[src/vic_pkg.sv]
// Constants, field positions and types of the vectored interrupt control block
package vic_pkg;
   // Register indices, byte address is four times the index
   localparam logic [7:0]  MISC_IDX       = 8'h0a;
   localparam logic [7:0]  EVT_IDX        = 8'h10;
   localparam logic [7:0]  EMASK_IDX      = 8'h11;
   localparam logic [7:0]  PEND_IDX       = 8'h12;
   localparam logic [7:0]  MISC_ADDR      = MISC_IDX << 2;
   localparam logic [7:0]  EVT_ADDR       = EVT_IDX << 2;
   localparam logic [7:0]  EMASK_ADDR     = EMASK_IDX << 2;
   localparam logic [7:0]  PEND_ADDR      = PEND_IDX << 2;
   // Field positions
   localparam int          FLAG_BIT       = 7;
   localparam int          MASK_BIT       = 6;
   localparam int          CC_I_BIT       = 3;
   localparam int          EVT_TAKEN      = 0;
   localparam int          EVT_EDGE       = 1;
   localparam int          EVT_RETURN     = 2;
   localparam int          EVT_W          = 3;
   // Reset values
   localparam logic [7:0]  MISC_RESET     = 8'h40;
   localparam logic [2:0]  EMASK_RESET    = 3'h0;
   // Sequence lengths in bytes
   localparam logic [3:0]  FULL_PUSH      = 4'h5;
   localparam logic [3:0]  CALL_PUSH      = 4'h2;
   localparam logic [3:0]  PULL_BYTES     = 4'h5;
   // Vector table bases and top slot
   localparam logic [15:0] VEC_BASE_4K    = 16'h0ff0;
   localparam logic [15:0] VEC_BASE_8K    = 16'h1ff0;
   localparam logic [3:0]  VEC_TOP        = 4'he;
   // Bus answers
   localparam logic [1:0]  RESP_OKAY      = 2'h0;
   localparam logic [1:0]  RESP_SLVERR    = 2'h2;

   // Sources in priority order, index 0 highest
   typedef enum logic [2:0] {
      SRC_RESET    = 3'b000,
      SRC_SOFT     = 3'b001,
      SRC_LINE1    = 3'b010,
      SRC_SHARED   = 3'b011,
      SRC_CAPTURE  = 3'b100,
      SRC_COMPARE  = 3'b101,
      SRC_OVERFLOW = 3'b110,
      SRC_NONE     = 3'b111
   } src_type;

   // Entry and return sequencer
   typedef enum logic [2:0] {
      ST_IDLE    = 3'b000,
      ST_PUSH    = 3'b001,
      ST_VEC     = 3'b010,
      ST_PULL    = 3'b011,
      ST_RESTORE = 3'b100
   } seq_type;
endpackage : vic_pkg

[src/fall_edge_detect.sv]
// Falling edge detector for an active-low request line
`timescale 1ns/1ps
module fall_edge_detect #(
   parameter int W = 1
) (
   // Clock and reset
   input  logic         aclk,
   input  logic         aresetn,
   // Line and detected edge
   input  logic [W-1:0] level_n,
   output logic [W-1:0] fall
);
   typedef struct packed {
      logic [W-1:0] prev;
      logic [W-1:0] fall;
   } det_type;

   det_type s_r;
   det_type s_nxt;

   // Edge is old high and new low; idle line assumed high
   always_comb
   begin
      s_nxt.prev = level_n;
      s_nxt.fall = s_r.prev & ~level_n;
   end

   always_ff @(posedge aclk)
   begin
      if (!aresetn)
      begin
         s_r <= '{prev: {W{1'b1}}, fall: {W{1'b0}}};
      end
      else
      begin
         s_r <= s_nxt;
      end
   end

   assign fall = s_r.fall;
endmodule : fall_edge_detect

[src/vectored_interrupt_control.sv]
// Vectored interrupt arbitration, stacking sequencer and register slave
//
// Implementation choice: the AXI4-Lite register port.
`timescale 1ns/1ps
module vectored_interrupt_control (
   // Clock and reset
   input  logic                  aclk,
   input  logic                  aresetn,
   // Register bus, write side
   input  logic [7:0]            awaddr,
   input  logic                  awvalid,
   output logic                  awready,
   input  logic [31:0]           wdata,
   input  logic [3:0]            wstrb,
   input  logic                  wvalid,
   output logic                  wready,
   output logic [1:0]            bresp,
   output logic                  bvalid,
   input  logic                  bready,
   // Register bus, read side
   input  logic [7:0]            araddr,
   input  logic                  arvalid,
   output logic                  arready,
   output logic [31:0]           rdata,
   output logic [1:0]            rresp,
   output logic                  rvalid,
   input  logic                  rready,
   // Event interrupt
   output logic                  irq,
   // CPU core side
   input  logic                  boundary,
   input  logic                  soft_trap_instr,
   input  logic                  call_exec,
   input  logic                  return_from_trap_instr,
   input  logic [15:0]           cpu_pc,
   input  logic [7:0]            cpu_acc,
   input  logic [7:0]            cpu_idx,
   input  logic [7:0]            condition_code_reg,
   input  logic                  mem_8k,
   output logic                  busy,
   output logic                  stack_push,
   output logic [7:0]            stack_wdata,
   output logic                  stack_pop,
   input  logic [7:0]            stack_rdata,
   output logic                  vec_valid,
   output logic [15:0]           vec_addr,
   output logic [7:0]            new_cc,
   output logic                  restore_valid,
   output logic [15:0]           restore_pc,
   output logic [7:0]            restore_acc,
   output logic [7:0]            restore_idx,
   output logic [7:0]            restore_cc,
   // Interrupt sources
   input  logic                  ext_irq_line_one_n,
   input  logic                  ext_irq_line_two_n,
   input  logic                  timer1_req,
   input  logic                  capture_flag,
   input  logic                  compare_flag,
   input  logic                  overflow_flag,
   input  logic                  capture_inh,
   input  logic                  compare_inh,
   input  logic                  overflow_inh
);
   import vic_pkg::*;

   typedef struct packed {
      seq_type           st;
      logic [3:0]        cnt;
      src_type           src;
      logic              do_call;
      logic [15:0]       pc;
      logic [7:0]        acc;
      logic [7:0]        idx;
      logic [7:0]        cc;
      logic              rst_pend;
      logic [7:0]        misc;
      logic [EVT_W-1:0]  evt;
      logic [EVT_W-1:0]  emask;
      logic              push;
      logic [7:0]        push_data;
      logic              pop;
      logic              vec_valid;
      logic [15:0]       vec_addr;
      logic [7:0]        new_cc;
      logic              restore_valid;
      logic              busy;
      logic              irq;
      logic              aw_got;
      logic              w_got;
      logic [7:0]        waddr;
      logic [7:0]        wbyte;
      logic              wlane;
      logic              awready;
      logic              wready;
      logic              bvalid;
      logic [1:0]        bresp;
      logic              arready;
      logic              rvalid;
      logic [31:0]       rdata;
      logic [1:0]        rresp;
   } state_type;

   state_type        s_r;
   state_type        s_nxt;
   logic             line2_fall;
   logic [6:0]       req;
   logic [6:0]       gated;
   logic             i_mask;
   src_type          pick;
   logic [EVT_W-1:0] evt_set;

   ////////////////////////////////////////////////////////////////////////
   // Request gathering

   fall_edge_detect #(
      .W       (1)
   ) u_line2_edge (
      .aclk    (aclk),
      .aresetn (aresetn),
      .level_n (ext_irq_line_two_n),
      .fall    (line2_fall)
   );

   // One bit per source, index equals priority order
   assign i_mask          = condition_code_reg[CC_I_BIT];
   assign req[SRC_RESET]  = s_r.rst_pend;
   assign req[SRC_SOFT]   = soft_trap_instr;
   assign req[SRC_LINE1]  = ~ext_irq_line_one_n;
   // Shared slot: timer one or unmasked line-two flag
   assign req[SRC_SHARED] = timer1_req
                          | (s_r.misc[FLAG_BIT] & ~s_r.misc[MASK_BIT]);
   // Flag stays set while the inhibit is up, so clearing it raises the request
   assign req[SRC_CAPTURE]  = capture_flag & ~capture_inh;
   assign req[SRC_COMPARE]  = compare_flag & ~compare_inh;
   assign req[SRC_OVERFLOW] = overflow_flag & ~overflow_inh;
   // Global mask gates every maskable source alike
   assign gated = {req[6:2] & {5{~i_mask}}, req[1:0]};

   // Lowest index wins, the others simply stay pending
   always_comb
   begin
      pick = SRC_NONE;
      for (int i = 6; i >= 0; i--)
      begin
         if (gated[i])
         begin
            pick = src_type'(i[2:0]);
         end
      end
   end

   ////////////////////////////////////////////////////////////////////////
   // Next state

   always_comb
   begin
      s_nxt = s_r;
      s_nxt.push = 1'b0;
      s_nxt.pop = 1'b0;
      s_nxt.vec_valid = 1'b0;
      s_nxt.restore_valid = 1'b0;
      evt_set = '0;
      evt_set[EVT_EDGE] = line2_fall;

      // Sequencer
      case (s_r.st)
         ST_IDLE:
         begin
            // Reset vector needs no boundary and pushes nothing
            if (s_r.rst_pend)
            begin
               s_nxt.src = SRC_RESET;
               s_nxt.cc = '0;
               s_nxt.rst_pend = 1'b0;
               s_nxt.st = ST_VEC;
            end
            else if (boundary && pick != SRC_NONE)
            begin
               s_nxt.src = pick;
               s_nxt.do_call = 1'b0;
               s_nxt.pc = cpu_pc;
               s_nxt.acc = cpu_acc;
               s_nxt.idx = cpu_idx;
               s_nxt.cc = condition_code_reg;
               s_nxt.cnt = '0;
               s_nxt.st = ST_PUSH;
            end
            else if (boundary && return_from_trap_instr)
            begin
               s_nxt.cnt = '0;
               s_nxt.st = ST_PULL;
            end
            else if (boundary && call_exec)
            begin
               s_nxt.do_call = 1'b1;
               s_nxt.pc = cpu_pc;
               s_nxt.cnt = '0;
               s_nxt.st = ST_PUSH;
            end
         end
         ST_PUSH:
         begin
            // Order: pc low, pc high, index, accumulator, condition codes
            s_nxt.push = 1'b1;
            case (s_r.cnt)
               4'h0:    s_nxt.push_data = s_r.pc[7:0];
               4'h1:    s_nxt.push_data = s_r.pc[15:8];
               4'h2:    s_nxt.push_data = s_r.idx;
               4'h3:    s_nxt.push_data = s_r.acc;
               default: s_nxt.push_data = s_r.cc;
            endcase
            s_nxt.cnt = s_r.cnt + 4'h1;
            if (s_r.do_call && s_r.cnt == CALL_PUSH - 4'h1)
            begin
               s_nxt.st = ST_IDLE;
            end
            else if (s_r.cnt == FULL_PUSH - 4'h1)
            begin
               s_nxt.st = ST_VEC;
            end
         end
         ST_VEC:
         begin
            // Slot pairs run downward from the top, two bytes per source
            s_nxt.vec_valid = 1'b1;
            s_nxt.vec_addr = {(mem_8k ? VEC_BASE_8K[15:4] : VEC_BASE_4K[15:4]),
                              VEC_TOP - {s_r.src, 1'b0}};
            s_nxt.new_cc = s_r.cc;
            s_nxt.new_cc[CC_I_BIT] = 1'b1;
            evt_set[EVT_TAKEN] = 1'b1;
            s_nxt.st = ST_IDLE;
         end
         ST_PULL:
         begin
            // Read data is valid while the pop strobe is high
            if (s_r.pop)
            begin
               case (s_r.cnt)
                  4'h0:    s_nxt.cc = stack_rdata;
                  4'h1:    s_nxt.acc = stack_rdata;
                  4'h2:    s_nxt.idx = stack_rdata;
                  4'h3:    s_nxt.pc[15:8] = stack_rdata;
                  default: s_nxt.pc[7:0] = stack_rdata;
               endcase
               s_nxt.cnt = s_r.cnt + 4'h1;
               if (s_r.cnt == PULL_BYTES - 4'h1)
               begin
                  s_nxt.st = ST_RESTORE;
               end
            end
            else
            begin
               s_nxt.pop = 1'b1;
            end
         end
         ST_RESTORE:
         begin
            s_nxt.restore_valid = 1'b1;
            evt_set[EVT_RETURN] = 1'b1;
            s_nxt.st = ST_IDLE;
         end
         default:
         begin
            s_nxt.st = ST_IDLE;
         end
      endcase
      s_nxt.busy = (s_nxt.st != ST_IDLE);

      // Bus write: address and data may come in either order
      if (awvalid && s_r.awready)
      begin
         s_nxt.aw_got = 1'b1;
         s_nxt.waddr = awaddr;
      end
      if (wvalid && s_r.wready)
      begin
         s_nxt.w_got = 1'b1;
         s_nxt.wbyte = wdata[7:0];
         s_nxt.wlane = wstrb[0];
      end
      if (bready && s_r.bvalid)
      begin
         s_nxt.bvalid = 1'b0;
      end
      if (s_r.aw_got && s_r.w_got && !s_r.bvalid)
      begin
         s_nxt.aw_got = 1'b0;
         s_nxt.w_got = 1'b0;
         s_nxt.bvalid = 1'b1;
         s_nxt.bresp = RESP_OKAY;
         case (s_r.waddr)
            MISC_ADDR:
            begin
               if (s_r.wlane)
               begin
                  // Writing zero clears the flag, writing one leaves it
                  s_nxt.misc[FLAG_BIT] = s_r.misc[FLAG_BIT] & s_r.wbyte[FLAG_BIT];
                  s_nxt.misc[MASK_BIT] = s_r.wbyte[MASK_BIT];
               end
            end
            EVT_ADDR:
            begin
               if (s_r.wlane)
               begin
                  s_nxt.evt = s_r.evt & ~s_r.wbyte[EVT_W-1:0];
               end
            end
            EMASK_ADDR:
            begin
               if (s_r.wlane)
               begin
                  s_nxt.emask = s_r.wbyte[EVT_W-1:0];
               end
            end
            PEND_ADDR:
            begin
               s_nxt.bresp = RESP_OKAY;
            end
            default:
            begin
               s_nxt.bresp = RESP_SLVERR;
            end
         endcase
      end
      // Hardware sets win over a same-cycle software clear
      s_nxt.misc[FLAG_BIT] = s_nxt.misc[FLAG_BIT] | line2_fall;
      s_nxt.evt = s_nxt.evt | evt_set;
      s_nxt.irq = |(s_nxt.evt & s_nxt.emask);
      s_nxt.awready = !s_nxt.aw_got && !s_nxt.bvalid;
      s_nxt.wready = !s_nxt.w_got && !s_nxt.bvalid;

      // Bus read: one outstanding, answer one cycle after the address
      if (rready && s_r.rvalid)
      begin
         s_nxt.rvalid = 1'b0;
      end
      if (arvalid && s_r.arready)
      begin
         s_nxt.rvalid = 1'b1;
         s_nxt.rresp = RESP_OKAY;
         s_nxt.rdata = '0;
         case (araddr)
            MISC_ADDR:  s_nxt.rdata[7:0] = s_r.misc;
            EVT_ADDR:   s_nxt.rdata[EVT_W-1:0] = s_r.evt;
            EMASK_ADDR: s_nxt.rdata[EVT_W-1:0] = s_r.emask;
            PEND_ADDR:  s_nxt.rdata[10:0] = {s_r.st, 1'b0, req};
            default:    s_nxt.rresp = RESP_SLVERR;
         endcase
      end
      s_nxt.arready = !s_nxt.rvalid;
   end

   ////////////////////////////////////////////////////////////////////////
   // State register

   // Reset leaves line two disabled and the reset vector pending
   always_ff @(posedge aclk)
   begin
      if (!aresetn)
      begin
         s_r <= '0;
         s_r.rst_pend <= 1'b1;
         s_r.misc <= MISC_RESET;
         s_r.emask <= EMASK_RESET;
         s_r.src <= SRC_NONE;
         s_r.busy <= 1'b1;
      end
      else
      begin
         s_r <= s_nxt;
      end
   end

   // Outputs straight from the state register
   assign awready       = s_r.awready;
   assign wready        = s_r.wready;
   assign bvalid        = s_r.bvalid;
   assign bresp         = s_r.bresp;
   assign arready       = s_r.arready;
   assign rvalid        = s_r.rvalid;
   assign rdata         = s_r.rdata;
   assign rresp         = s_r.rresp;
   assign irq           = s_r.irq;
   assign busy          = s_r.busy;
   assign stack_push    = s_r.push;
   assign stack_wdata   = s_r.push_data;
   assign stack_pop     = s_r.pop;
   assign vec_valid     = s_r.vec_valid;
   assign vec_addr      = s_r.vec_addr;
   assign new_cc        = s_r.new_cc;
   assign restore_valid = s_r.restore_valid;
   assign restore_pc    = s_r.pc;
   assign restore_acc   = s_r.acc;
   assign restore_idx   = s_r.idx;
   assign restore_cc    = s_r.cc;

   ////////////////////////////////////////////////////////////////////////
   // Checks

   AST_FLAG_EDGE: assert property (@(posedge aclk) disable iff (!aresetn)
      line2_fall |=> s_r.misc[FLAG_BIT])
      else $error("line-two edge did not set the flag");

   AST_NO_SW_SET: assert property (@(posedge aclk) disable iff (!aresetn)
      $rose(s_r.misc[FLAG_BIT]) |-> $past(line2_fall))
      else $error("line-two flag rose without an edge");

   AST_MASKED_LINE2: assert property (@(posedge aclk) disable iff (!aresetn)
      ($rose(s_r.st == ST_PUSH) && s_r.src == SRC_SHARED && !s_r.do_call)
      |-> $past(timer1_req || !s_r.misc[MASK_BIT]))
      else $error("masked line two was taken");

   AST_GLOBAL_MASK: assert property (@(posedge aclk) disable iff (!aresetn)
      ($rose(s_r.st == ST_PUSH) && !s_r.do_call && s_r.src > SRC_SOFT)
      |-> !s_r.cc[CC_I_BIT])
      else $error("maskable source taken with global mask set");

   AST_RESET_VALUE: assert property (@(posedge aclk) disable iff (!aresetn)
      !$past(aresetn) |-> (s_r.misc == MISC_RESET && s_r.st == ST_IDLE))
      else $error("line-two control not at reset value");

   AST_FULL_PUSH: assert property (@(posedge aclk) disable iff (!aresetn)
      ($rose(s_r.st == ST_PUSH) && !s_r.do_call)
      |-> ##1 s_r.push [*5] ##1 (s_r.vec_valid && !s_r.push))
      else $error("interrupt entry did not push five bytes");

   AST_CALL_PUSH: assert property (@(posedge aclk) disable iff (!aresetn)
      ($rose(s_r.st == ST_PUSH) && s_r.do_call)
      |-> ##1 s_r.push [*2] ##1 (!s_r.push && !s_r.vec_valid))
      else $error("call did not push exactly two bytes");

   AST_VECTOR: assert property (@(posedge aclk) disable iff (!aresetn)
      s_r.vec_valid |-> (s_r.new_cc[CC_I_BIT]
                         && s_r.vec_addr[3:0] == VEC_TOP - {s_r.src, 1'b0}
                         && s_r.vec_addr[15:4] == ($past(mem_8k) ? VEC_BASE_8K[15:4]
                                                                  : VEC_BASE_4K[15:4])))
      else $error("wrong vector or global mask left clear");

   AST_RETURN: assert property (@(posedge aclk) disable iff (!aresetn)
      $rose(s_r.st == ST_PULL) |-> ##11 (s_r.restore_valid && !s_r.busy))
      else $error("return did not restore in eleven cycles");

   AST_PRIORITY: assert property (@(posedge aclk) disable iff (!aresetn)
      (s_r.st == ST_IDLE && !s_r.rst_pend && boundary && gated[SRC_LINE1]
       && !soft_trap_instr) |=> (s_r.st == ST_PUSH && s_r.src == SRC_LINE1))
      else $error("line one not taken ahead of lower sources");
endmodule : vectored_interrupt_control

[config.mk]
export PLATFORM = sky130hd
export DESIGN_NAME = vectored_interrupt_control
export DESIGN_NICKNAME = d
export VERILOG_FILES = /design/src/vic_pkg.sv /design/src/fall_edge_detect.sv /design/src/vectored_interrupt_control.sv
export SDC_FILE = /design/constraint.sdc
export NUM_CORES = 1
export LEC_CHECK = 0
export BUFFER_PORTS_ARGS = -buffer_cell sky130_fd_sc_hd__buf_4
export CAP_MARGIN = 20
export CORE_MARGIN = 8
export CORE_UTILIZATION = 50
export DETAILED_ROUTE_END_ITERATION = 8
export PLACE_DENSITY = 0.83
export SYNTH_ARGS = -nofsm -noshare
export SYNTH_HDL_FRONTEND = slang
export SYNTH_SLANG_ARGS = --single-unit
[constraint.sdc]
create_clock -name aclk -period 3.9 [get_ports aclk]
set_input_delay 0.585 -clock aclk [delete_from_list [all_inputs] [get_ports aclk]]
set_output_delay 0.585 -clock aclk [all_outputs]
set_load 0.02 [all_outputs]
After elaboration in Yosys (flattened, before gate mapping):

Index checks and enable logic that the tools add are counted.
W data, S select, Z words.

* add/sub/neg operators: 2
* eq/ne operators: 30
* muxes and demuxes: 60
* bitwise operators: 21
* reductions and logical operators: 39

Operators with widths (number)
* $pmux W40 S2: 1
* $mux W3: 18
* $mux W17: 3
* $eq A8 B7 Y1 const B: 6
* $mux W8: 6
* $mux W40: 1
* $mux W35: 1
* $mux W32: 1
* $pmux W8 S4: 1
* $mux W7: 4
* $mux W25: 1
* $mux W24: 1
* $mux W9: 2
* $pmux W3 S3: 2
* $eq A8 B6 Y1 const B: 2
* $logic_and A1 B1 Y1: 13
* $mux W2: 6
* $ne A2 B2 Y1 const B: 6
* $ne A3 B3 Y1 const B: 4
* $pmux W4 S3: 1
* $reduce_and A4 Y1: 3
* $reduce_and A6 Y1: 2
* $reduce_or A4 Y1: 3
* $pmux W5 S2: 1
* 29 further kinds: 63

* flip-flop bits (word level): 139
* input port bits: 121
* output and inout bits: 119

Depth between registers and ports, before layout:

Gate-level depths: netlist of the first run.

* word-level depth: 17
* mapped depth: 9

Cells and area by module:

From an unflattened synthesis of the first run, not the netlist that was laid out.

* cells, all modules: 762
* area total of the unflattened synthesis: 6383.6 um2

Modules (own cells, without submodules)
* vectored_interrupt_control: times used 1, cells each 758, area each 6328.6 um2
* fall_edge_detect: times used 1, cells each 4, area each 55.1 um2

Least setup slack after synthesis of the first run:

No wires, ideal clock.

* path kind: input to register
* from: input araddr[1]
* to: register s_r (netlist bit rdata[0])
* library setup time: 0.058 ns
* arrival time: 2.167 ns
* slack: 1.675 ns
* stages: 6
* path buffers: 0
* cell sequence: or4_1 > or3b_1 > nor2_2 > inv_2 > o221ai_1 > o211a_1

* longest elaborated chain between the ends: 2
* elaborated cells between the ends (all ways): 4

RTL lines
* start, declared: RTL line vectored_interrupt_control.sv:21 `input logic [7:0] araddr,`
* $eq A8 B7 Y1: RTL line vectored_interrupt_control.sv:342 `case (araddr)`
* $pmux W3 S3 (*): RTL line vectored_interrupt_control.sv:342
* end signal, assigned: RTL line vectored_interrupt_control.sv:370 `s_r <= s_nxt;`
* end, declared: RTL line vectored_interrupt_control.sv:103 `state_type s_r;`

Mark *: on every way between the ends. The rest lies on a longest branch, timed or not.
A chain may end at the register's enable or synchronous reset.

Worst setup path in the final report of the first run:

* from: register s_r[163] (netlist name)
* to: register s_r (netlist bit restore_pc[13])

* longest elaborated chain between the ends: 3
* elaborated cells between the ends (all ways): 10

RTL lines
* $eq A3 B2 Y1 / $logic_not A3 Y1 (equally long branches): RTL line vectored_interrupt_control.sv:166 `case (s_r.st)`
* $ne A2 B1 Y1 (no line) (tied with other cells)
* $reduce_and A6 Y1 (no line)

Several ways; a longest one is shown, not always the timed one.

==> summary.md, run 1 <==
| Metric | Value |
|---|---|
| Status | finished clean |
| Core Util, Final | 61.11% |
| Fill cells | 1,157 |
| First-pass GRT wire length | 28,640 um |
| R2R depth | 5 |
| CP Capture Type | register |
| Via Count | 5,785 |
| Achievable Freq | 0.3807 GHz |
| Worst-path fanout max | 13 |
| Yosys reg bits | 122 |
| Top_reg_cell synth | dfxtp_1 |
| Final setup violation count | 0 |
| RSZ-0062 raised after global routing | false |
| FP Rows | 41 |
| Worst-path clk slew | 0.05 ns |
| Drt drc | 0 |
| H-tree Lvls | 4 |
| Setup_tns | 0 ns |
| Die X-Extent | 128.9 um |
| Peak supply drop | 291.3 uV |
| Worst path cell trace | nor3_1, a31oi_1, o31a_1, o21ai_1, o21ai_0 |
| Starting Density | 50.91% |
| 1st-iter DRT viols | 494 |
| Period Utilization, post-route | 67.35% |
| Slew headroom | 40.45% |
| Die H | 128.9 um |
| Pin count of the biggest net entering global routing | 55 |
| WP data required | 4.18 ns |
| R2r setup slk | 1.27 ns |
| Area Overhead vs Synth | 20.03% |
| Setup CP Type | register to register |
| Final GP Congestion | 0.8486 |
| Slowest-stage cell, CP | nor3_1 |
| Worst Clk Skew | 0.008438 ns |
| Nets | 983 |
| Global-route usage over all layers | 21.84% |
| Vias in the first global route | 5,609 |
| CTS Buf Count | 17 |
| EDFF count, synth | 0 |
| RR Startpoint | s_r[163] |
| RR Endpoint | restore_pc[13] |
| Post-Syn Area per Cell | 8.191 um2 |
| Count of final hold-check violations | 0 |
| Hold Buf Count CTS | 0 |
| Detail Route Antenna Nets | 0 |
| Hold Crit Class | input port to register |
| Pins Over Slew Limit | 0 |
| Post-CTS Resized | 0 |
| Post-CTS setup buffer count | 0 |
| Deepest clock path buffer count | 2 |
| Slew @ Worst Pin | 0.8864 ns |
| Pre-antenna DRT Iters | 5 |
| Via-to-Cell Ratio | 5.552 |
| Mapped Cells | 778 |
| Ant diodes | 0 |
| Synth cell count leaders | dfxtp_1, buf_4, nand2_1, nor2_1, a21oi_1 |
| Max-cap viol count | 0 |
| Synth async-reset ratio | 0% |
| Root Buffer | clkbuf_16 |
| Post-synthesis cell type with the largest combined area | dfxtp_1 |
| Crit-path max cell delay | 0.79 ns |
| Top post-synthesis cells by area | dfxtp_1, buf_4, nand2_1 |
| Final HPWL DP | 13,690 um |
| Seq/Total Area, Yosys | 38.33% |
| WL/cell | 17.64 um |
| Clk Latency, worst-skew pair | 0.42 ns |
| TritonCTS clock tree | built |
| Post-layout min period | 2.627 ns |
| Yosys top cell area share | 38.33% |
| Ports | 240 |
| Post-Syn Area | 6372 um2 |
| Core Box Area | 12,520 um2 |
| Synth cell types | 62 |
| Static Leak | 3.298 nW |
| DIE AREA | 16,610 um2 |
| Layout cells sized above 1 | 28.51% |
| Num Clock Sinks | 122 |
| # port buffers | 182 |
| Gr ovfl total | 0 |
| Worst setup endpoint | restore_pc[13] |
| Initial antenna violation count | 0 |
| CP arrival | 2.90 ns |
| Routed wire length | 18,380 um |
| Top-count cell post-synth | dfxtp_1 |
| Power per cell area | 552.5 nW/um2 |
| CP Launch Type | register |
| Yosys Warn Count | 0 |
| Critical path origin | s_r[163] |
[worst min path at each step]
stage	startpoint	slack [ns]	cells past startpoint	to
detailed placement	u_line2_edge.s_r[1]	0.41	2	u_line2_edge.fall
floorplan	u_line2_edge.s_r[1]	0.39	2	u_line2_edge.fall
CTS	ext_irq_line_two_n	0.37	2	u_line2_edge.s_r[1]
finish	ext_irq_line_two_n	0.38	2	u_line2_edge.s_r[1]
global placement	u_line2_edge.s_r[1]	0.40	2	u_line2_edge.fall
global route	ext_irq_line_two_n	0.38	2	u_line2_edge.s_r[1]
[power by group]
part           switching [W]  leakage, nW  total (W)  internal, W
Combinational       0.000697         2.03    0.00117     0.000470
Clock               0.000537        0.273    0.00150     0.000964
Sequential          0.000154        0.997    0.00156      0.00140
Total                0.00139         3.30    0.00423      0.00284
[metal layers]
metal | GRT usage, % | vias to the layer above | wire [um]
met5 | 0 | - | 0
met4 | 10.57 | 0 | 504
met3 | 8.937 | 41 | 2044
met2 | 34.17 | 270 | 8551
met1 | 25.44 | 2687 | 7283
li1 | - | 2787 | -
[final cells by class]
type | count | area (um2) | share of cell area, %
inverters | 17 | 63.81 | 0.8343
flip-flops and latches | 122 | 2442 | 31.93
well taps | 172 | 215.2 | 2.814
clock inverters | 8 | 95.09 | 1.243
repair buffers | 189 | 1419 | 18.55
multi-input cells | 511 | 2945 | 38.51
clock buffers | 23 | 467.9 | 6.118
[logic make-up (layout without fill, tap and decap cells)]
kind of cell,after synthesis,after routing,synth area share (%)
buffers and inverters,171,237,17.08
multiplexers,6,6,0.9621
other,1,27,0.05885
adder cells (fa/ha/maj),4,4,0.7854
AND/OR/NAND/NOR,268,268,19.87
AO/OA/AOI/OAI,206,206,22.91
flip-flops,122,122,38.33
[cells in the final DEF, fill, tap and decap left out, types with 15 or more instances in the layout]
master,netlist,final
nor2_1,66,66
a21oi_1,62,62
o21ai_0,35,35
inv_1,16,15
conb_1,1,27
clkbuf_16,0,17
nand3_1,28,28
dfxtp_1,122,122
buf_4,108,189
nand2_1,105,105
a22oi_1,20,20
[worst max-delay path: cells and delay by family, from the launching register on]
kind | cells | cell delay, ns
AO/OA/AOI/OAI | 4 | 1.25
flip-flops | 1 | 0.44
AND/OR/NAND/NOR | 1 | 0.79
[stage by stage]
stage | worst slack (ns) | hold slack [ns] | total power, W | cell area [um2] | std cells
after floorplan | 1.675 | 0.3936 | 0.002467 | 6470 | 804
after global placement | 1.290 | 0.4045 | 0.002718 | 7079 | 1011
after detailed placement | 1.231 | 0.4101 | 0.002738 | 7079 | 1011
after CTS | 1.350 | 0.3707 | 0.004241 | 7642 | 1042
after global routing | 1.116 | 0.3774 | 0.004431 | 7649 | 1042
final | 1.273 | 0.3792 | 0.004226 | 7649 | 1042
[state kept, by name (all words and copies together) (netlist names), 4 cells and up]
register     flops
restore_pc      16
restore_idx      8
vec_addr         4
new_cc           8
restore_cc       8
stack_wdata      8
rdata           11
s_r             35
restore_acc      8
Power figures use the tool's default switching activity.
==> run 2, diff against run 1 <==
- ABC_AREA: unset -> 1
- clock period: 3.9 -> 2.5 ns (I/O delays scaled with it)
==> run 2 against run 1 <==
Sequential share of layout area decreased by 0.55 points. Non-clock buffer count is 2 higher. First-iteration DRC count fell by 9.5%. Highest routed layer unchanged.
==> summary.md, run 2 <==
| Metric | Value |
|---|---|
| Status | finished clean |
| Clk Latency, worst-skew pair | 0.42 ns (about the same) |
| Slowest-stage cell, CP | ha_1 |
| Most frequent cells in the layout | nand2_1, buf_4, dfxtp_1 |
| Slew headroom | 49.20% (+8.7 points) |
| CTS Buf Count | 17 (unchanged) |
| Worst path cell trace | inv_1, ha_1, nand2_1, nor2_1, nand2_1, nand2_1, nand2_1, a21oi_1, o21ai_0, nor2_1, nand3_1 |
| # port buffers | 182 (unchanged) |
| Top reg by flops | s_r |
| Psw | 0.002861 W (+110%) |
| Post-layout min period | 1.973 ns (-0.6538 ns) |
| Setup_tns | 0 ns (unchanged) |
| Most common cell after layout, fill and taps aside | nand2_1 |
| Top post-synthesis cells by area | dfxtp_1, nand2_1, buf_4 |
| CP Capture Type | register |
| Global-route usage over all layers | 21.79% (-0.042 points) |
| Post-Syn Area per Cell | 6.828 um2 (-17%) |
| Nets | 1,163 (+18%) |
| Die X-Extent | 129.2 um (+0.27%) |
| Top_reg_cell synth | dfxtp_1 |
| Dpl cell area | 7222 um2 (+2.0%) |
| FP Rows | 41 (unchanged) |
| Via-to-Cell Ratio | 4.924 (-11%) |
| Top-count cell post-synth | nand2_1 |
| Placement Setup Slack | 0.5171 ns (-0.7142 ns) |
| Post-synthesis cell type with the largest combined area | dfxtp_1 |
| WL/cell | 14.95 um (-15%) |
| Starting Density | 51.01% (+0.10 points) |
| Mapped Cells | 939 (+21%) |
| Count of final hold-check violations | 0 (unchanged) |
| Pre-antenna DRT Iters | 5 (unchanged) |
| Cell area after layout | 7782 um2 (+1.8%) |
| WP data required | 2.76 ns (-1.42 ns) |
| Fill cells | 1,142 (-1.3%) |
| Final GP Congestion | 0.8995 (+6.0%) |
| Worst-path fanout max | 10 (-3) |
| H-tree Lvls | 4 (unchanged) |
| Synth cell types | 38 (-39%) |
| Ant diodes | 0 (unchanged) |
| Gr ovfl total | 0 (unchanged) |
| Crit-path max cell delay | 0.43 ns (-0.36 ns) |
| Hold-critical path depth | 2 (unchanged) |
| Final HPWL DP | 13,780 um (+0.66%) |
| Setup CP Type | register to register |
| Kind of cell with the highest combined delay on the critical path | simple AND/OR/NAND/NOR gates |
| Area Overhead vs Synth | 21.39% |
| Footprint of the multi-input gates | 2814 um2 (-4.5%) |
| RSZ-0062 raised after global routing | false |
| Hold_sp | ext_irq_line_two_n |
| Drt drc | 0 (unchanged) |
| Via Count | 6,022 (+4.1%) |
| Internal | 0.004763 W (+68%) |
| Synth cell count leaders | nand2_1, dfxtp_1, nor2_1, buf_4, inv_1 |
| Peak supply drop | 496.8 uV (+71%) |
| Pin count of the biggest net entering global routing | 67 (+22%) |
| Hold Crit Class | input port to register |
| Worst Clk Skew | 0.007517 ns (-0.0009203 ns) |
| Storage cell area | 2442 um2 (unchanged) |
| Die H | 129.2 um (+0.27%) |
| CP arrival | 2.24 ns (-0.66 ns) |
| Worst-path clk slew | 0.05 ns (about the same) |
| EDFF count, synth | 0 (unchanged) |
| Seq/Total Area, Yosys | 38.10% (-0.23 points) |
| 1st-iter DRT viols | 447 (-9.5%) |
| Post-CTS setup buffer count | 0 (unchanged) |
| Detail Route Antenna Nets | 0 (unchanged) |
| Vias in the first global route | 5,645 (+0.64%) |
| Clk pwr share | 30.4% (-5.1 points) |
| First-pass GRT wire length | 28,480 um (-0.55%) |
| Sequential power share | 34.6% (-2.3 points) |
| Routed wire length | 18,280 um (-0.56%) |
| Synth async-reset ratio | 0% (unchanged) |
| Num Clock Sinks | 122 (unchanged) |
| Max-cap viol count | 0 (unchanged) |
| Final WS setup | 0.5271 ns (-0.7462 ns) |
| Largest register FFs | 35 (unchanged) |
| CP Launch Type | register |
| Static Leak | 3.855 nW (+17%) |
| TritonCTS clock tree | built |
| Ports | 240 (unchanged) |
| Slew @ Worst Pin | 0.7550 ns (-0.1314 ns) |
| RR Startpoint | s_r[157] |
| Yosys Warn Count | 0 (unchanged) |
| Initial antenna violation count | 0 (unchanged) |
| Period Utilization, post-route | 78.92% (+12 points) |
| R2R depth | 11 (+6) |
| Yosys reg bits | 122 (unchanged) |
| Post-CTS Resized | 0 (unchanged) |
| Deepest clock path buffer count | 2 (unchanged) |
| Worst path most repeated cell | nand2_1 |
| Yosys top cell area share | 38.10% (-0.23 points) |
| Root Buffer | clkbuf_16 |
| Hold Buf Count CTS | 0 (unchanged) |
| Layout cells sized above 1 | 23.50% (-5.0 points) |
| RR Endpoint | busy |
| Achievable Freq | 0.5069 GHz (+33%) |
| R2r setup slk | 0.53 ns (-0.75 ns) |
| CP Buf/Inv Count | 1 (+1) |
| Power per cell area | 979.6 nW/um2 (+77%) |
| Worst Hold End | u_line2_edge.s_r[1] |
| Pins Over Slew Limit | 0 (unchanged) |
| Final setup violation count | 0 (unchanged) |
| DIE AREA | 16,700 um2 (+0.54%) |
| Sw frac | 37.52% (+4.7 points) |
| Comb pwr share | 35.0% (+7.4 points) |
| Core Box Area | 12,570 um2 (+0.41%) |
| Post-Syn Area | 6411 um2 (+0.61%) |
run 2: cell types whose count changed in the layout (fill, tap and decap cells not counted), sizes merged, moves of 20 or more:
cell,change
o21ai,+21
a22oi,-20
inv,+62
nor2,+43
nand2,+163
run 2: logic make-up after synthesis:
family                   after synthesis  synth area share [%]
adder cells (fa/ha/maj)                4                0.7807
other                                  1               0.05849
AO/OA/AOI/OAI                        140                 12.18
XOR/XNOR                               2                0.2733
AND/OR/NAND/NOR                      452                 29.08
flip-flops                           122                 38.10
buffers and inverters                218                 19.54
run 2: per-stage QoR:
step | hold WS, ns | utilization (%) | cells | total power [W]
after CTS | 0.1531 | 61.92 | 1223 | 0.007643
after global placement | 0.4001 | 57.46 | 1191 | 0.005276
after global routing | 0.1623 | 61.92 | 1223 | 0.008074
final | 0.1694 | 61.92 | 1223 | 0.007624
after detailed placement | 0.4013 | 57.46 | 1191 | 0.005326
after floorplan | 0.3924 | - | 965 | 0.004764
run 2: area by class of cell:
type / count / share of cell area [%]
flip-flops and latches: 122 / 31.38
clock buffers: 25 / 6.367
repair buffers: 191 / 18.59
inverters: 81 / 3.907
multi-input cells: 625 / 36.16
clock inverters: 7 / 0.8360
well taps: 172 / 2.765
run 2: worst max-delay path by stage:
stage / start / end / slack, ns / cells past startpoint
2_1_floorplan: overflow_flag / restore_pc[5] / 0.88 / 16
3_3_place_gp: overflow_inh / restore_pc[8] / 0.55 / 15
3_5_place_dp: overflow_inh / restore_pc[15] / 0.52 / 15
4_1_cts: s_r[157] / busy / 0.52 / 11
5_1_grt: s_r[157] / busy / 0.27 / 11
6_report: s_r[157] / busy / 0.53 / 11
run 2: power groups by stage:
stage          Sequential (W)  Combinational [W]  Clock (W)
6_report              0.00264            0.00267    0.00232
5_1_grt               0.00269            0.00293    0.00245
4_1_cts               0.00263            0.00267    0.00234
3_5_place_dp          0.00267            0.00266          0
3_3_place_gp          0.00266            0.00261          0
2_1_floorplan         0.00259            0.00217          0
run 2: per-layer routing:
metal | GRT usage [%] | share of wire (%)
met5 | 0 | 0
met4 | 7.049 | 2.0
met3 | 8.505 | 9.9
met2 | 35.54 | 46
met1 | 25.73 | 42
==> run 3, diff against run 2 <==
- CORE_UTILIZATION: 50 -> 45
- PLACE_DENSITY: 0.83 -> 0.79
- clock period: 2.5 -> 1.7 ns (I/O delays scaled with it)
==> run 3 against run 2 <==
Register-to-register slack got worse by 0.52 ns. Highest routed layer is now met5. First-iteration DRC count decreased by 12%. Combinational power increased by 67%. Non-clock buffer count increased by 37. Critical endpoint unchanged. Maximum frequency increased by 17%. Sequential share of layout area decreased by 1.8 points. Die area increased by 9.7%. Sequential power increased by 48%. Cell count increased by 3.3%.
==> summary.md, run 3 (synthesis gave the netlist of run 2 again) <==
| Metric | Value |
|---|---|
| # port buffers | 182 (unchanged) |
| Count of final hold-check violations | 0 (unchanged) |
| CTS Buf Count | 17 (unchanged) |
| Detail Route Antenna Nets | 0 (unchanged) |
| First-pass GRT wire length | 30,050 um (+5.5%) |
| Via Count | 6,230 (+3.5%) |
| Setup CP Type | register to register |
| CP arrival | 1.96 ns (-0.28 ns) |
| Gr ovfl total | 0 (unchanged) |
| Ports | 240 (unchanged) |
| Final GP Congestion | 0.9093 (+1.1%) |
| Deepest clock path buffer count | 2 (unchanged) |
| Num Clock Sinks | 122 (unchanged) |
| TritonCTS clock tree | built |
| Core Box Area | 13,880 um2 (+10%) |
| Crit-path max cell delay | 0.34 ns (-0.09 ns) |
| Drt drc | 0 (unchanged) |
| Static Leak | 4.081 nW (+5.9%) |
| Total Power | 0.01172 W (+54%) |
| Worst path cell trace | nand2_2, nand3_2, nand2_1, nand2_2, nor2_4, nand2_2, nand2_4, buf_4, nand2_1, nand2_1, nand3_1, nor2_1, nand3_1 |
| CP Capture Type | register |
| Peak supply drop | 869.3 uV (+75%) |
| Nets | 1,200 (+3.2%) |
| Layout cells sized above 1 | 28.62% (+5.1 points) |
| Final setup violation count | 0 (unchanged) |
| H-tree Lvls | 4 (unchanged) |
| Hold Crit Class | input port to register |
| Final HPWL DP | 14,390 um (+4.4%) |
| Clk Latency, worst-skew pair | 0.41 ns (about the same) |
| Slowest-stage cell, CP | dfxtp_1 |
| Top reg by flops | s_r |
| Largest register FFs | 35 (unchanged) |
| Die H | 135.4 um (+4.7%) |
| Max-cap viol count | 0 (unchanged) |
| Vias in the first global route | 6,103 (+8.1%) |
| Ant diodes | 0 (unchanged) |
| Worst-path fanout max | 5 (-5) |
| Worst-path clk slew | 0.05 ns (about the same) |
| Root Buffer | clkbuf_16 |
| Die X-Extent | 135.4 um (+4.7%) |
| Starting Density | 46.19% (-4.8 points) |
| CP Launch Type | register |
| Post-layout min period | 1.690 ns (-0.2829 ns) |
| RSZ-0062 raised after global routing | true |
| Period Utilization, post-route | 99.41% (+20 points) |
| Pin count of the biggest net entering global routing | 39 (-42%) |
| Power per cell area | 1418 nW/um2 (+45%) |
| R2r setup slk | 0.01 ns (-0.52 ns) |
| Via-to-Cell Ratio | 4.933 (+0.18%) |
| Routed wire length | 19,040 um (+4.1%) |
| Area Overhead vs Synth | 28.84% |
| 1st-iter DRT viols | 392 (-12%) |
| Most frequent cells in the layout | nand2_1, buf_4, dfxtp_1 |
| DIE AREA | 18,320 um2 (+9.7%) |
| Pins Over Slew Limit | 0 (unchanged) |
| WL/cell | 15.07 um (+0.83%) |
| FP Rows | 43 (+4.9%) |
| Global-route usage over all layers | 20.44% (-1.4 points) |
| Status | finished clean |
| Hold_ws | 0.04984 ns (-0.1195 ns) |
| Fill cells | 1,289 (+13%) |
| Worst Clk Skew | 0.006632 ns (-0.0008855 ns) |
| WP data required | 1.97 ns (-0.79 ns) |
| Initial antenna violation count | 1 (+1) |
| Pre-antenna DRT Iters | 5 (unchanged) |
| Most common cell after layout, fill and taps aside | nand2_1 |
| Achievable Freq | 0.5917 GHz (+17%) |
run 3: cell count changes in the layout (fill, tap and decap cells not counted), moves of 4 or more:
cell / delta
buf_4: +30
nand2_4: +4
nor2_1: -4
dfxtp_1: -4
nand2_2: +8
dfxtp_2: +4
buf_12: +5
nand2_1: -13
run 3: report_power, final:
part	switching (W)	internal, W	total (W)
sequential	0.000473	0.00342	0.00390
combinational	0.00269	0.00177	0.00445
clock	0.00118	0.00218	0.00337
run 3: final timing paths:
path                            start             endpoint  cells past startpoint
hold / removal     ext_irq_line_two_n  u_line2_edge.s_r[1]                      2
setup / recovery             s_r[111]                 busy                     13
hold reg to reg   u_line2_edge.s_r[1]    u_line2_edge.fall                      2
setup reg to reg             s_r[111]                 busy                     13
run 3: cell type report:
type | count | area, um2 | share of cell area (%)
repair buffers | 228 | 1794 | 21.72
well taps | 180 | 225.2 | 2.726
flip-flops and latches | 122 | 2447 | 29.63
inverters | 81 | 304.0 | 3.681
clock inverters | 4 | 70.07 | 0.8482
clock buffers | 23 | 467.9 | 5.665
multi-input cells | 625 | 2952 | 35.73
run 3: per-stage QoR:
step	util (%)	setup WS [ns]	TNS [ns]	instance area, um2	std cells
4_1_cts	58.39	0.003155	0	8105	1261
6_report	59.51	0.009986	0	8260	1263
3_3_place_gp	54.44	0.02793	0	7557	1234
5_1_grt	59.51	-0.1295	-1.542	8260	1263
3_5_place_dp	54.44	-0.04886	-0.4792	7557	1234
2_1_floorplan	-	0.09383	0	6509	965
run 3: repair_timing:
| item | CTS | global route |
|---|---|---|
| pin swaps | 0 | 12 |
| endpoints found under the setup margin | 8 | 60 |
| setup buffers | 0 | 4 |
| resized for setup | 2 | 44 |
| hold buffers | 0 | 0 |
run 3: routing by layer:
layer / vias to the layer above / global-route usage (%) / share of wire [%]
met3: 40 / 7.604 / 8.8
met4: 2 / 7.958 / 2.3
met5: - / 0 / 0.068
met1: 2804 / 23.34 / 41
li1: 3126 / - / -
met2: 258 / 33.98 / 48
run 3: worst max-delay path, delay by kind of cell, from the launching register on:
family	cells	cell delay, ns
and+or+nand+nor	12	1.07
DFF	1	0.34
buffers and inverters	1	0.14
